## src/rtl/write_buffer_pkg.sv

```systemverilog
`default_nettype none
package write_buffer_pkg;
    // shared-memory header, host byte offsets of 16-bit words
    localparam logic [11:0] COUNT_OFFSET    = 12'h7E6;
    localparam logic [11:0] BASE_OFFSET     = 12'h7E8;
    // device address that maps to shared word 0
    localparam logic [15:0] WINDOW_DEV_BASE = 16'hD000;
    localparam int          MAX_ENTRIES     = 32;
    localparam int          ENTRY_WORDS     = 6;
    localparam int          REG_BITS        = 24;
    localparam int          LONG_BITS       = 48;
    // code word field positions
    localparam int          TYPE_LSB        = 0;
    localparam int          TYPE_BITS       = 3;
    localparam int          WIDTH_LSB       = 3;
    localparam int          WIDTH_BITS      = 5;
    localparam int          OFFS_LSB        = 8;
    localparam int          OFFS_BITS       = 5;
    localparam int          SPEC_LSB        = 13;
    localparam int          SPEC_BITS       = 3;
    localparam logic [4:0]  OFFS_MAX        = 5'h17;
    localparam logic [2:0]  SPEC_FUNC_BLOCK = 3'h0;
    // target type codes
    localparam logic [2:0]  TYPE_UPPER      = 3'h0;
    localparam logic [2:0]  TYPE_LONG       = 3'h1;
    localparam logic [2:0]  TYPE_LOWER      = 3'h2;
    localparam logic [2:0]  TYPE_SPEC_UPPER = 3'h4;
    localparam logic [2:0]  TYPE_SPEC_LOWER = 3'h6;
    // shared-memory read latency in cycles
    localparam int          READ_LATENCY    = 1;
endpackage
`default_nettype wire

```

## src/rtl/write_field_decode.sv

```systemverilog
`default_nettype none
module write_field_decode (
    input  wire logic [15:0] code,
    input  wire logic [31:0] data1,
    input  wire logic [31:0] data2,
    output logic             legal,
    output logic [47:0]      wdata,
    output logic [47:0]      wmask
);
    function automatic logic width_ok(input logic [4:0] w);
        return (w == 5'h00) || (w == 5'h01) || (w == 5'h04) || (w == 5'h08) ||
               (w == 5'h0C) || (w == 5'h10) || (w == 5'h14);
    endfunction

    wire logic [2:0]  type_f  = code[write_buffer_pkg::TYPE_LSB  +: write_buffer_pkg::TYPE_BITS];
    wire logic [4:0]  width_f = code[write_buffer_pkg::WIDTH_LSB +: write_buffer_pkg::WIDTH_BITS];
    wire logic [4:0]  offs_f  = code[write_buffer_pkg::OFFS_LSB  +: write_buffer_pkg::OFFS_BITS];
    wire logic [2:0]  spec_f  = code[write_buffer_pkg::SPEC_LSB  +: write_buffer_pkg::SPEC_BITS];
    wire logic        type_ok = (type_f == write_buffer_pkg::TYPE_UPPER) ||
                                (type_f == write_buffer_pkg::TYPE_LONG) ||
                                (type_f == write_buffer_pkg::TYPE_LOWER) ||
                                (type_f == write_buffer_pkg::TYPE_SPEC_UPPER) ||
                                (type_f == write_buffer_pkg::TYPE_SPEC_LOWER);
    wire logic [5:0]  nbits   = (width_f == 5'h00) ? 6'(write_buffer_pkg::REG_BITS) : {1'b0, width_f};
    wire logic [47:0] ones    = (48'h0000_0000_0001 << nbits) - 48'h0000_0000_0001;
    // field placed at offset, clipped to the register
    wire logic [47:0] pmask   = (ones << offs_f) & 48'h0000_00FF_FFFF;
    wire logic        is_long = (type_f == write_buffer_pkg::TYPE_LONG);

    assign legal = type_ok && width_ok(width_f) && (offs_f <= write_buffer_pkg::OFFS_MAX) &&
                   (spec_f == write_buffer_pkg::SPEC_FUNC_BLOCK);
    // long target takes data1 then low half of data2
    assign wdata = is_long ? {data2[15:0], data1} : (({24'h00_0000, data1[23:0]} << offs_f) & pmask);
    // mask marks the bits of the target that are written
    assign wmask = is_long ? 48'hFFFF_FFFF_FFFF : pmask;
endmodule
`default_nettype wire

```

## src/rtl/entry_word_gather.sv

```systemverilog
`default_nettype none
module entry_word_gather (
    input  wire logic        clk,
    input  wire logic        rst_n,
    input  wire logic        clear,
    input  wire logic        push,
    input  wire logic [15:0] word,
    output logic             full,
    output logic [15:0]      target,
    output logic [15:0]      code,
    output logic [31:0]      data1,
    output logic [31:0]      data2
);
    logic [15:0] entry_q [write_buffer_pkg::ENTRY_WORDS];
    logic [2:0]  idx_r;

    always_ff @(posedge clk) begin
        if (!rst_n || clear) begin
            idx_r <= 3'h0;
        end else if (push) begin
            entry_q[idx_r] <= word;
            idx_r          <= idx_r + 3'h1;
        end
    end

    assign full   = (idx_r == 3'(write_buffer_pkg::ENTRY_WORDS));
    assign target = entry_q[0];
    assign code   = entry_q[1];
    // each row is low half then high half
    assign data1  = {entry_q[3], entry_q[2]};
    assign data2  = {entry_q[5], entry_q[4]};
endmodule
`default_nettype wire

```

## src/rtl/host_variable_write_buffer.sv

```systemverilog
// Overview of operation
// - table holds at most thirty-two entries, each one target register or field.
// - entries are six 16-bit words each, packed from the header base.
// - count word holds 1 to 32; nonzero means table ready.
// - no target write happens while count reads zero.
// - nonzero count copies exactly that many entries from the base; counts above 32 copy 32.
// - count word cleared to zero when all entries are done.
// - engine starts a pass only while the enable setting is one.
// - code bits 0-2 select upper, long, lower, special upper, special lower.
// - code bits 13-15 must be zero, function block; others reserved.
// - short and special targets take first data word, ignore second.
// - long target takes data1 as low 32, data2 low 16 as top.
// - each 32-bit datum is low half then high half in a row.
`default_nettype none
module host_variable_write_buffer #(
    parameter int READ_LATENCY = write_buffer_pkg::READ_LATENCY,
    parameter int MAX_ENTRIES  = write_buffer_pkg::MAX_ENTRIES
) (
    input  wire logic        clk,
    input  wire logic        rst_n,
    input  wire logic        variable_buffer_enable,
    input  wire logic        bg_tick,
    output logic [11:0]      dp_addr,
    output logic             dp_rd,
    output logic             dp_wr,
    output logic [15:0]      dp_wdata,
    input  wire logic [15:0] dp_rdata,
    output logic             reg_wr,
    output logic [2:0]       reg_space,
    output logic [15:0]      reg_addr,
    output logic [47:0]      reg_wdata,
    output logic [47:0]      reg_wmask,
    output logic             entry_rejected,
    output logic             busy,
    output logic             cycle_done
);
    if (READ_LATENCY < 1 || READ_LATENCY > 8) begin : g_bad_latency
        $error("READ_LATENCY must be 1 to 8");
    end
    if (MAX_ENTRIES < 1 || MAX_ENTRIES > 63) begin : g_bad_entries
        $error("MAX_ENTRIES must be 1 to 63");
    end

    typedef enum logic [3:0] {
        ST_IDLE    = 4'b0000,
        ST_CNT_RD  = 4'b0001,
        ST_CNT_WT  = 4'b0010,
        ST_BASE_RD = 4'b0011,
        ST_BASE_WT = 4'b0100,
        ST_ENT_RD  = 4'b0101,
        ST_ENT_WT  = 4'b0110,
        ST_APPLY   = 4'b0111,
        ST_CLEAR   = 4'b1000
    } state_e;

    localparam logic [11:0] COUNT_WORD = write_buffer_pkg::COUNT_OFFSET >> 1;
    localparam logic [11:0] BASE_WORD  = write_buffer_pkg::BASE_OFFSET >> 1;
    localparam logic [5:0]  ENT_LIMIT  = 6'(MAX_ENTRIES);

    state_e                   st_r, st_nxt;
    logic [11:0]              addr_r, addr_nxt;
    logic [5:0]               total_r, total_nxt;
    logic [5:0]               done_r;
    logic [READ_LATENCY-1:0]  rd_pipe_r;
    logic [11:0]              dp_addr_r;
    logic                     dp_rd_r, dp_wr_r;
    logic                     reg_wr_r, rej_r, busy_r, cdone_r;
    logic [2:0]               space_r;
    logic [15:0]              raddr_r;
    logic [47:0]              wdata_r, wmask_r;

    wire logic        rvalid = rd_pipe_r[READ_LATENCY-1];
    wire logic        ent_full;
    wire logic        dec_legal;
    wire logic [15:0] ent_target, ent_code;
    wire logic [31:0] ent_d1, ent_d2;
    wire logic [47:0] dec_wdata, dec_wmask;
    // base arrives as a device address, two words per location
    wire logic [15:0] base_rel   = dp_rdata - write_buffer_pkg::WINDOW_DEV_BASE;
    wire logic [11:0] base_word  = {base_rel[10:0], 1'b0};
    // counts above the table size are clamped
    wire logic [5:0]  cnt_clamp  = (dp_rdata > 16'(MAX_ENTRIES)) ? ENT_LIMIT : dp_rdata[5:0];
    wire logic        last_entry = (done_r + 6'h01) == total_r;
    wire logic        start      = (st_r == ST_IDLE) && bg_tick && variable_buffer_enable;

    entry_word_gather u_gather (
        .clk    (clk),
        .rst_n  (rst_n),
        .clear  (st_r == ST_APPLY),
        .push   ((st_r == ST_ENT_WT) && rvalid),
        .word   (dp_rdata),
        .full   (ent_full),
        .target (ent_target),
        .code   (ent_code),
        .data1  (ent_d1),
        .data2  (ent_d2)
    );

    write_field_decode u_decode (
        .code  (ent_code),
        .data1 (ent_d1),
        .data2 (ent_d2),
        .legal (dec_legal),
        .wdata (dec_wdata),
        .wmask (dec_wmask)
    );

    always_comb begin
        st_nxt    = st_r;
        addr_nxt  = addr_r;
        total_nxt = total_r;
        case (st_r)
            // only a tick with the enable set starts a pass
            ST_IDLE:    if (start) st_nxt = ST_CNT_RD;
            ST_CNT_RD:  st_nxt = ST_CNT_WT;
            ST_CNT_WT: begin
                if (rvalid) begin
                    // zero count means host still preparing
                    // host owns the table until count is nonzero
                    st_nxt    = (dp_rdata == 16'h0000) ? ST_IDLE : ST_BASE_RD;
                    total_nxt = cnt_clamp;
                end
            end
            ST_BASE_RD: st_nxt = ST_BASE_WT;
            ST_BASE_WT: begin
                if (rvalid) begin
                    st_nxt   = ST_ENT_RD;
                    addr_nxt = base_word;
                end
            end
            // full entry seen here, after its sixth word has landed
            ST_ENT_RD:  st_nxt = ent_full ? ST_APPLY : ST_ENT_WT;
            ST_ENT_WT: begin
                if (rvalid) begin
                    addr_nxt = addr_r + 12'h001;
                    st_nxt   = ST_ENT_RD;
                end
            end
            ST_APPLY: begin
                // stop after exactly the clamped count
                st_nxt = last_entry ? ST_CLEAR : ST_ENT_RD;
            end
            ST_CLEAR:   st_nxt = ST_IDLE;
            default:    st_nxt = ST_IDLE;
        endcase
    end

    // gather fills on the push of the sixth word; apply waits one cycle for it
    always_ff @(posedge clk) begin
        if (!rst_n) begin
            st_r    <= ST_IDLE;
            addr_r  <= 12'h000;
            total_r <= 6'h00;
        end else begin
            st_r    <= st_nxt;
            addr_r  <= addr_nxt;
            total_r <= total_nxt;
        end
    end

    always_ff @(posedge clk) begin
        if (!rst_n || st_r == ST_IDLE) begin
            done_r <= 6'h00;
        end else if (st_r == ST_APPLY) begin
            done_r <= done_r + 6'h01;
        end
    end

    always_ff @(posedge clk) begin
        if (!rst_n) begin
            rd_pipe_r <= '0;
        end else begin
            rd_pipe_r <= (READ_LATENCY)'({rd_pipe_r, dp_rd_r});
        end
    end

    wire logic        issue_rd = (st_r == ST_CNT_RD) || (st_r == ST_BASE_RD) ||
                                 ((st_r == ST_ENT_RD) && !ent_full);
    wire logic [11:0] rd_addr  = (st_r == ST_CNT_RD)  ? COUNT_WORD :
                                 (st_r == ST_BASE_RD) ? BASE_WORD : addr_r;

    always_ff @(posedge clk) begin
        if (!rst_n) begin
            dp_rd_r   <= 1'b0;
            dp_wr_r   <= 1'b0;
            dp_addr_r <= 12'h000;
        end else begin
            dp_rd_r   <= issue_rd;
            // count word cleared once all entries are written or rejected
            dp_wr_r   <= (st_r == ST_CLEAR);
            dp_addr_r <= (st_r == ST_CLEAR) ? COUNT_WORD : rd_addr;
        end
    end

    wire logic apply_now = (st_r == ST_APPLY) && ent_full;

    always_ff @(posedge clk) begin
        if (!rst_n) begin
            reg_wr_r <= 1'b0;
            rej_r    <= 1'b0;
            space_r  <= 3'h0;
            raddr_r  <= 16'h0000;
            wdata_r  <= 48'h0000_0000_0000;
            wmask_r  <= 48'h0000_0000_0000;
        end else begin
            // reserved or malformed codes are dropped
            reg_wr_r <= apply_now && dec_legal;
            rej_r    <= apply_now && !dec_legal;
            // rejected entries leave the target fields as they were
            if (apply_now && dec_legal) begin
                space_r <= ent_code[write_buffer_pkg::TYPE_LSB +: write_buffer_pkg::TYPE_BITS];
                raddr_r <= ent_target;
                wdata_r <= dec_wdata;
                wmask_r <= dec_wmask;
            end
        end
    end

    always_ff @(posedge clk) begin
        if (!rst_n) begin
            busy_r  <= 1'b0;
            cdone_r <= 1'b0;
        end else begin
            busy_r  <= (st_nxt != ST_IDLE);
            cdone_r <= dp_wr_r;
        end
    end

    assign dp_addr        = dp_addr_r;
    assign dp_rd          = dp_rd_r;
    assign dp_wr          = dp_wr_r;
    assign dp_wdata       = 16'h0000;
    assign reg_wr         = reg_wr_r;
    assign reg_space      = space_r;
    assign reg_addr       = raddr_r;
    assign reg_wdata      = wdata_r;
    assign reg_wmask      = wmask_r;
    assign entry_rejected = rej_r;
    assign busy           = busy_r;
    assign cycle_done     = cdone_r;

    // helper: writes and rejects seen in the current pass
    logic [5:0] seen_r;
    always_ff @(posedge clk) begin
        if (!rst_n || st_r == ST_CNT_RD) begin
            seen_r <= 6'h00;
        end else if (reg_wr_r || rej_r) begin
            seen_r <= seen_r + 6'h01;
        end
    end
endmodule
`default_nettype wire

```

## config.mk

```make
export PLATFORM = sky130hd
export DESIGN_NAME = host_variable_write_buffer
export DESIGN_NICKNAME = d
export VERILOG_FILES = /design/src/rtl/write_buffer_pkg.sv /design/src/rtl/write_field_decode.sv /design/src/rtl/entry_word_gather.sv /design/src/rtl/host_variable_write_buffer.sv
export SDC_FILE = /design/constraint.sdc
export NUM_CORES = 1
export LEC_CHECK = 0
export ABC_AREA = 1
export BUFFER_PORTS_ARGS = -buffer_cell sky130_fd_sc_hd__buf_2
export CAP_MARGIN = 20
export CORE_ASPECT_RATIO = 0.8
export CORE_MARGIN = 1
export CORE_UTILIZATION = 30
export DETAILED_ROUTE_END_ITERATION = 7
export GPL_ROUTABILITY_DRIVEN = 0
export PLACE_DENSITY = 0.49
export SYNTH_ARGS = -nofsm -noshare
export SYNTH_HDL_FRONTEND = slang
export SYNTH_SLANG_ARGS = --single-unit
```

## constraint.sdc

```tcl
create_clock -name clk -period 9.12 [get_ports clk]
set_clock_uncertainty 0.15 [all_clocks]
set_input_delay 0.912 -clock clk [delete_from_list [all_inputs] [get_ports clk]]
set_output_delay 0.912 -clock clk [all_outputs]
set_load 0.01 [all_outputs]
```

==> results.py, run 1 <==
metrics = {
    "yosys": {
        "ys_async_sr_fraction_pct": 0,
        "syn_inst": 1473,
        "yosysSeqAreaShare_pct": 46.55,
        "synth-seq-cells": 222,
        "syn-mean-instance-area_sq_um": 7.649,
        "netlist_area_sq_um": 11270,
        "synth_flop_cell": "dfxtp_1",
        "ys_warn_count": 0,
        "synth-edff-count": 80,
        "synth.distinct_cells": 55,
    },
    "drt": {
        "drtAntennaViolNets": 0,
        "drc": 0,
        "vias_per_cell": 5.067,
        "drt-total-wl_mm": 38.28,
        "route.vias.total": 10483,
        "first_pass_iters": 5,
        "drt_iter0_drc": 1054,
        "wire_per_inst_microns": 18.50,
    },
    "placement": {
        "place_area_sq_um": 12230,
        "io_buffer_count": 152,
        "dp_hpwl_mm": 27.93,
    },
    "clock_tree": {
        "ctsResizeCount": 0,
        "cts_tree": "built",
        "cts_sinks": 222,
        "cts_made_buffers": 23,
        "cts_root_buf": "clkbuf_16",
        "cts_hold_buf": 0,
        "clock_latency_ns": 0.52,
        "htreeDepth": 1,
        "clkTransAtPathRegs_ns": 0.07,
        "post_cts_buffers": 0,
        "clock_path_buffers": 3,
    },
    "global_routing": {
        "antenna_found_initial": 3,
        "grt_util_all_layers_pct": 19.73,
        "grt_pass1_vias": 9556,
        "gr-total-overflow": 0,
        "grt_pass1_wl_mm": 57.84,
        "grt_max_degree": 74,
    },
    "final_layout": {
        "final_cell_mix": "354 x nand2_1, 152 x buf_2, 142 x dfxtp_1",
        "fillerInstances": 3958,
        "finish.utilization_pct": 34.99,
        "finalNetCount": 1590,
        "final_common_cell": "nand2_1",
        "drive_above_1_share_pct": 16.13,
        "final_cell_area_sq_um": 12960,
        "area_delta_synth_final_pct": 15.05,
        "multi_input_area_sq_um": 4992,
        "seq_area_sq_um": 5245,
    },
    "floorplanning": {
        "die_area_sq_um": 38340,
        "coreArea_sq_um": 37050,
        "rows": 63,
        "ios": 169,
        "initial_core_util_pct": 30.41,
        "die_h_microns": 175.3,
        "chipWidth_microns": 218.7,
    },
    "setup_path": {
        "crit_path_end_kind": "flip-flop",
        "critPathLaunchType": "flip-flop",
        "path_max_fanout": 34,
        "required_ns": 9.41,
        "arrival_ns": 4.08,
        "worstSetupPathType": "reg -> reg",
    },
    "flow_run": {
        "maxCapViolations": 0,
    },
    "sta": {
        "slew_headroom_pct": 25.93,
        "rsz0062_at_grt": "false",
        "worst_slew_pin_slew_ns": 1.110,
        "hold_viol_final": 0,
        "post-route-min-period_ns": 3.795,
        "fmax_ghz": 0.2635,
        "setup_viol": 0,
        "period_share_pct": 41.61,
        "drv_slew": 0,
        "fin_tns_setup_ns": 0,
        "hold_ws_ns": 0.2843,
    },
    "worst_hold_path": {
        "min_path_type": "reg -> reg",
    },
    "power": {
        "powerDensity_nw_per_um2": 154.8,
        "finalPower_mw": 2.007,
        "p_leak_nw": 5.463,
        "ir_drop_mv": 0.1084,
    },
    "run_status": {
        "run_status": "complete, no violations",
    },
}
[per-layer routing]
metal,global-route usage (%),share of wire [%],up-vias
li1,-,-,5097
met1,30.27,50,4947
met2,27.85,40,389
met3,4.312,8.1,50
met4,4.109,1.9,0
met5,0,0,-
[through the flow]
stage / worst slack (ns) / instances
5_1_grt: 5.032 / 2069
4_1_cts: 5.339 / 2067
3_3_place_gp: 5.397 / 2026
3_5_place_dp: 5.358 / 2026
6_report: 5.325 / 2069
2_1_floorplan: 5.418 / 1488
[area by class of cell]
| class | instances | share of cell area, % |
|---|---|---|
| Antenna cell | 1 | 0.01931 |
| Clock buffer | 31 | 4.903 |
| Clock inverter | 10 | 0.6467 |
| Inverter | 130 | 3.784 |
| Multi-Input combinational cell | 1018 | 38.51 |
| Sequential cell | 222 | 40.46 |
| Tap cell | 487 | 4.701 |
| Timing Repair Buffer | 170 | 6.969 |
[critical path: stages (launching register included)]
cell and delay (ns):
edfxtp_1 0.71, inv_1 0.63, o21ai_0 0.18, nor4_1 0.23, nand2_1 0.11, inv_1 0.10
nand2_2 0.06, buf_4 0.25, nor2_2 0.44, nand3_1 0.31, o21ai_0 0.24, o21ai_0 0.14
a21oi_1 0.13
[flip-flops by register name, summed over array words and instances, names as in the netlist, 6 cells and up]
signal            flops
dp_addr              12
u_gather.entry_q     80
reg_wmask            25
addr_r               12
reg_addr             16
done_r                6
reg_wdata            48
total_r               6
[Yosys cell counts, drive strengths merged (2+ instances only)]
cell type | instances | share of area (%)
o21a | 2 | 0.13
a221oi | 2 | 0.16
ha | 5 | 0.56
nor2 | 101 | 3.7
nand4 | 11 | 0.67
mux2i | 11 | 0.98
o21bai | 2 | 0.13
nor4 | 10 | 0.56
edfxtp | 80 | 21
conb | 2 | 0.067
nand3 | 145 | 6.7
xnor2 | 2 | 0.16
o221ai | 7 | 0.54
clkinv | 3 | 0.11
a22oi | 11 | 0.73
and3 | 2 | 0.11
a21oi | 126 | 5.7
a211oi | 5 | 0.33
o31ai | 2 | 0.13
nand2 | 360 | 12
nor3 | 17 | 0.76
buf | 74 | 4.1
o21ai | 120 | 5.4
clkbuf | 44 | 1.5
a31oi | 16 | 0.89
inv | 127 | 4.2
or2 | 7 | 0.39
o22ai | 4 | 0.22
dfxtp | 142 | 25
o211ai | 13 | 0.87
xor2 | 10 | 0.78
[worst paths after layout]
path                            cells after the start                         to  slack, ns                               from
worst min-delay path                                2      cycle_done$_SDFF_PN0_       0.28                   dp_wr$_SDFF_PN0_
worst max register to register                     12  reg_wdata[9]$_SDFFE_PN0P_       5.33  u_gather.entry_q[1][12]$_DFFE_PP_
worst min register to register                      2      cycle_done$_SDFF_PN0_       0.28                   dp_wr$_SDFF_PN0_
worst max-delay path                               12  reg_wdata[9]$_SDFFE_PN0P_       5.33  u_gather.entry_q[1][12]$_DFFE_PP_
[power by group]
group / switching, mW / internal, mW / leakage (nW)
clock: 0.406 / 0.519 / 0.357
sequential: 0.00156 / 1.03 / 1.86
combinational: 0.0430 / 0.0111 / 3.24
total: 0.450 / 1.56 / 5.46
[kinds of logic (layout without fill, tap and decap cells)]
kind of cell	count (synthesis)	in the layout	share of synthesized area, %
simple gates	656	656	25.21
buf+inv	248	341	9.939
flops	222	222	46.55
mux	11	11	0.9773
other cells	2	18	0.06665
fa+ha+maj	5	5	0.5552
xor+xnor	12	12	0.9328
compound gates	317	317	15.77
Power figures use the tool's default switching activity.
==> run 2: changes to the inputs <==
PLACE_DENSITY = 0.51   (was 0.49)
clock period = 3.4 ns   (was 9.12 ns; I/O delays follow)
==> run 2 against run 1 <==
Worst hold slack got worse by 0.24 ns; final area rose by 1.1%; wire length rose by 2.3%; total power rose to 2.7 times the previous value; sequential share of layout area fell by 0.44 points; sequential cell count did not move; utilization rose by 0.38 points; combinational power rose to 2.8 times the previous value; critical path depth rose by 3; via count rose by 1.5%.
==> results.py, run 2 (synthesis results as in run 1) <==
metrics = {
    "global_routing": {
        "gr-total-overflow": 0,
        "grt_util_all_layers_pct": 20.29,
        "antenna_found_initial": 0,
        "grt_pass1_wl_mm": 59.91,
        "grt_pass1_vias": 9792,
        "grt_max_degree": 86,
    },
    "drt": {
        "first_pass_iters": 5,
        "drc": 0,
        "route.vias.total": 10639,
        "drtAntennaViolNets": 0,
        "drt_iter0_drc": 1039,
        "vias_per_cell": 5.100,
        "drt-total-wl_mm": 39.17,
        "wire_per_inst_microns": 18.78,
    },
    "final_layout": {
        "area_delta_synth_final_pct": 16.30,
        "final_cell_mix": "354 x nand2_1, 152 x buf_2, 142 x dfxtp_1",
        "final_common_cell": "nand2_1",
        "top_register": "u_gather.entry_q",
        "finalNetCount": 1607,
        "drive_above_1_share_pct": 16.70,
        "final_cell_area_sq_um": 13100,
        "diodes": 0,
        "largest_reg_flops": 80,
        "finish.utilization_pct": 35.37,
    },
    "floorplanning": {
        "initial_core_util_pct": 30.41,
        "die_h_microns": 175.3,
        "die_area_sq_um": 38340,
        "ios": 169,
        "chipWidth_microns": 218.7,
        "coreArea_sq_um": 37050,
        "rows": 63,
    },
    "clock_tree": {
        "cts_made_buffers": 23,
        "cts_root_buf": "clkbuf_16",
        "clock_path_buffers": 3,
        "post_cts_buffers": 0,
        "cts_sinks": 222,
        "clock_latency_ns": 0.54,
        "cts_tree": "built",
        "htreeDepth": 1,
        "clkTransAtPathRegs_ns": 0.06,
    },
    "setup_path": {
        "arrival_ns": 3.33,
        "worstSetupPathType": "reg -> reg",
        "critPathLaunchType": "flip-flop",
        "r2r_cells": 15,
        "required_ns": 3.65,
        "r2r-end": "reg_wmask[10]$_SDFFE_PN0P_",
        "r2r_slack_ns": 0.32,
        "path_max_fanout": 11,
        "r2r_start": "u_gather.entry_q[1][4]$_DFFE_PP_",
        "crit_path_end_kind": "flip-flop",
    },
    "power": {
        "p_leak_nw": 5.545,
        "powerDensity_nw_per_um2": 408.8,
        "ir_drop_mv": 0.2893,
    },
    "sta": {
        "hold_viol_final": 0,
        "worst_slew_pin_slew_ns": 0.8456,
        "hold_ws_ns": 0.04099,
        "post-route-min-period_ns": 3.078,
        "rsz0062_at_grt": "false",
        "fin_tns_setup_ns": 0,
        "drv_slew": 0,
        "setup_viol": 0,
        "period_share_pct": 90.52,
        "slew_headroom_pct": 43.56,
        "fmax_ghz": 0.3249,
    },
    "flow_run": {
        "maxCapViolations": 0,
    },
    "run_status": {
        "run_status": "complete, no violations",
    },
    "worst_hold_path": {
        "min_delay_path_depth": 1,
        "min_path_type": "in -> reg",
        "hold_end": "u_gather.entry_q[2][8]$_DFFE_PP_",
        "hold_start": "dp_rdata[8]",
    },
    "placement": {
        "place_area_sq_um": 12350,
        "dp_hpwl_mm": 28.21,
        "io_buffer_count": 152,
    },
}
==> run 2: per-stage QoR <==
step	total power, mW	instances	setup WS (ns)
after global placement	2.965	2040	0.3518
after global routing	5.534	2086	0.04875
final	5.356	2086	0.3222
after detailed placement	2.964	2040	0.2646
after floorplan	2.901	1488	-0.2079
after CTS	5.415	2086	0.2462
==> run 2: power by group <==
group	leakage (nW)	switching [mW]	internal (mW)
sequential	1.86	0.00449	2.75
clock	0.346	1.10	1.35
combinational	3.34	0.116	0.0353
total	5.54	1.22	4.14
==> run 2: layer usage <==
metal / part of all wire (%) / global-route usage (%)
met5: 0 / 0
met4: 2.3 / 4.745
met3: 6.8 / 3.532
met2: 42 / 29.68
met1: 49 / 30.62
==> run 2: critical path, stage by stage (launching register included) <==
cell and delay, ns:
edfxtp_1 0.51, inv_2 0.13, nand2_2 0.08, inv_2 0.04, nand2_1 0.08, ha_1 0.23
nand3_2 0.13, nor2_4 0.24, nand3_1 0.16, nand3_1 0.13, nand3_1 0.11, nand3_1 0.10
o21ai_0 0.15, o21ai_0 0.44, buf_4 0.22, a21oi_1 0.06
==> run 2: repair_timing <==
item	in CTS	in global routing
hold endpoints to repair	14	0
resized for setup	0	1
endpoints found under the setup margin	0	8
hold buffers	4	0
==> run 2: how the worst max path moves through the flow <==
stage | from | to | slack, ns | cells after the start
after floorplan | st_r[2]$_SDFF_PN0_ | u_gather.entry_q[4][0]$_DFFE_PP_ | -0.21 | 10
after detailed placement | u_gather.entry_q[1][4]$_DFFE_PP_ | reg_wmask[10]$_SDFFE_PN0P_ | 0.26 | 15
after CTS | u_gather.entry_q[1][4]$_DFFE_PP_ | reg_wmask[10]$_SDFFE_PN0P_ | 0.25 | 15
after global placement | u_gather.entry_q[1][3]$_DFFE_PP_ | reg_wmask[10]$_SDFFE_PN0P_ | 0.35 | 14
final | u_gather.entry_q[1][4]$_DFFE_PP_ | reg_wmask[10]$_SDFFE_PN0P_ | 0.32 | 15
after global routing | u_gather.entry_q[1][5]$_DFFE_PP_ | reg_wdata[21]$_SDFFE_PN0P_ | 0.05 | 21
==> run 2: cell type report <==
| cell class | count | area, sq um |
|---|---|---|
| multi-input cells | 1018 | 4997 |
| inverters | 130 | 489.2 |
| clock buffers | 29 | 608.1 |
| well taps | 487 | 609.3 |
| repair buffers | 187 | 1059 |
| fillers | 3962 | 23940 |
| clock inverters | 13 | 96.34 |
| flip-flops and latches | 222 | 5245 |
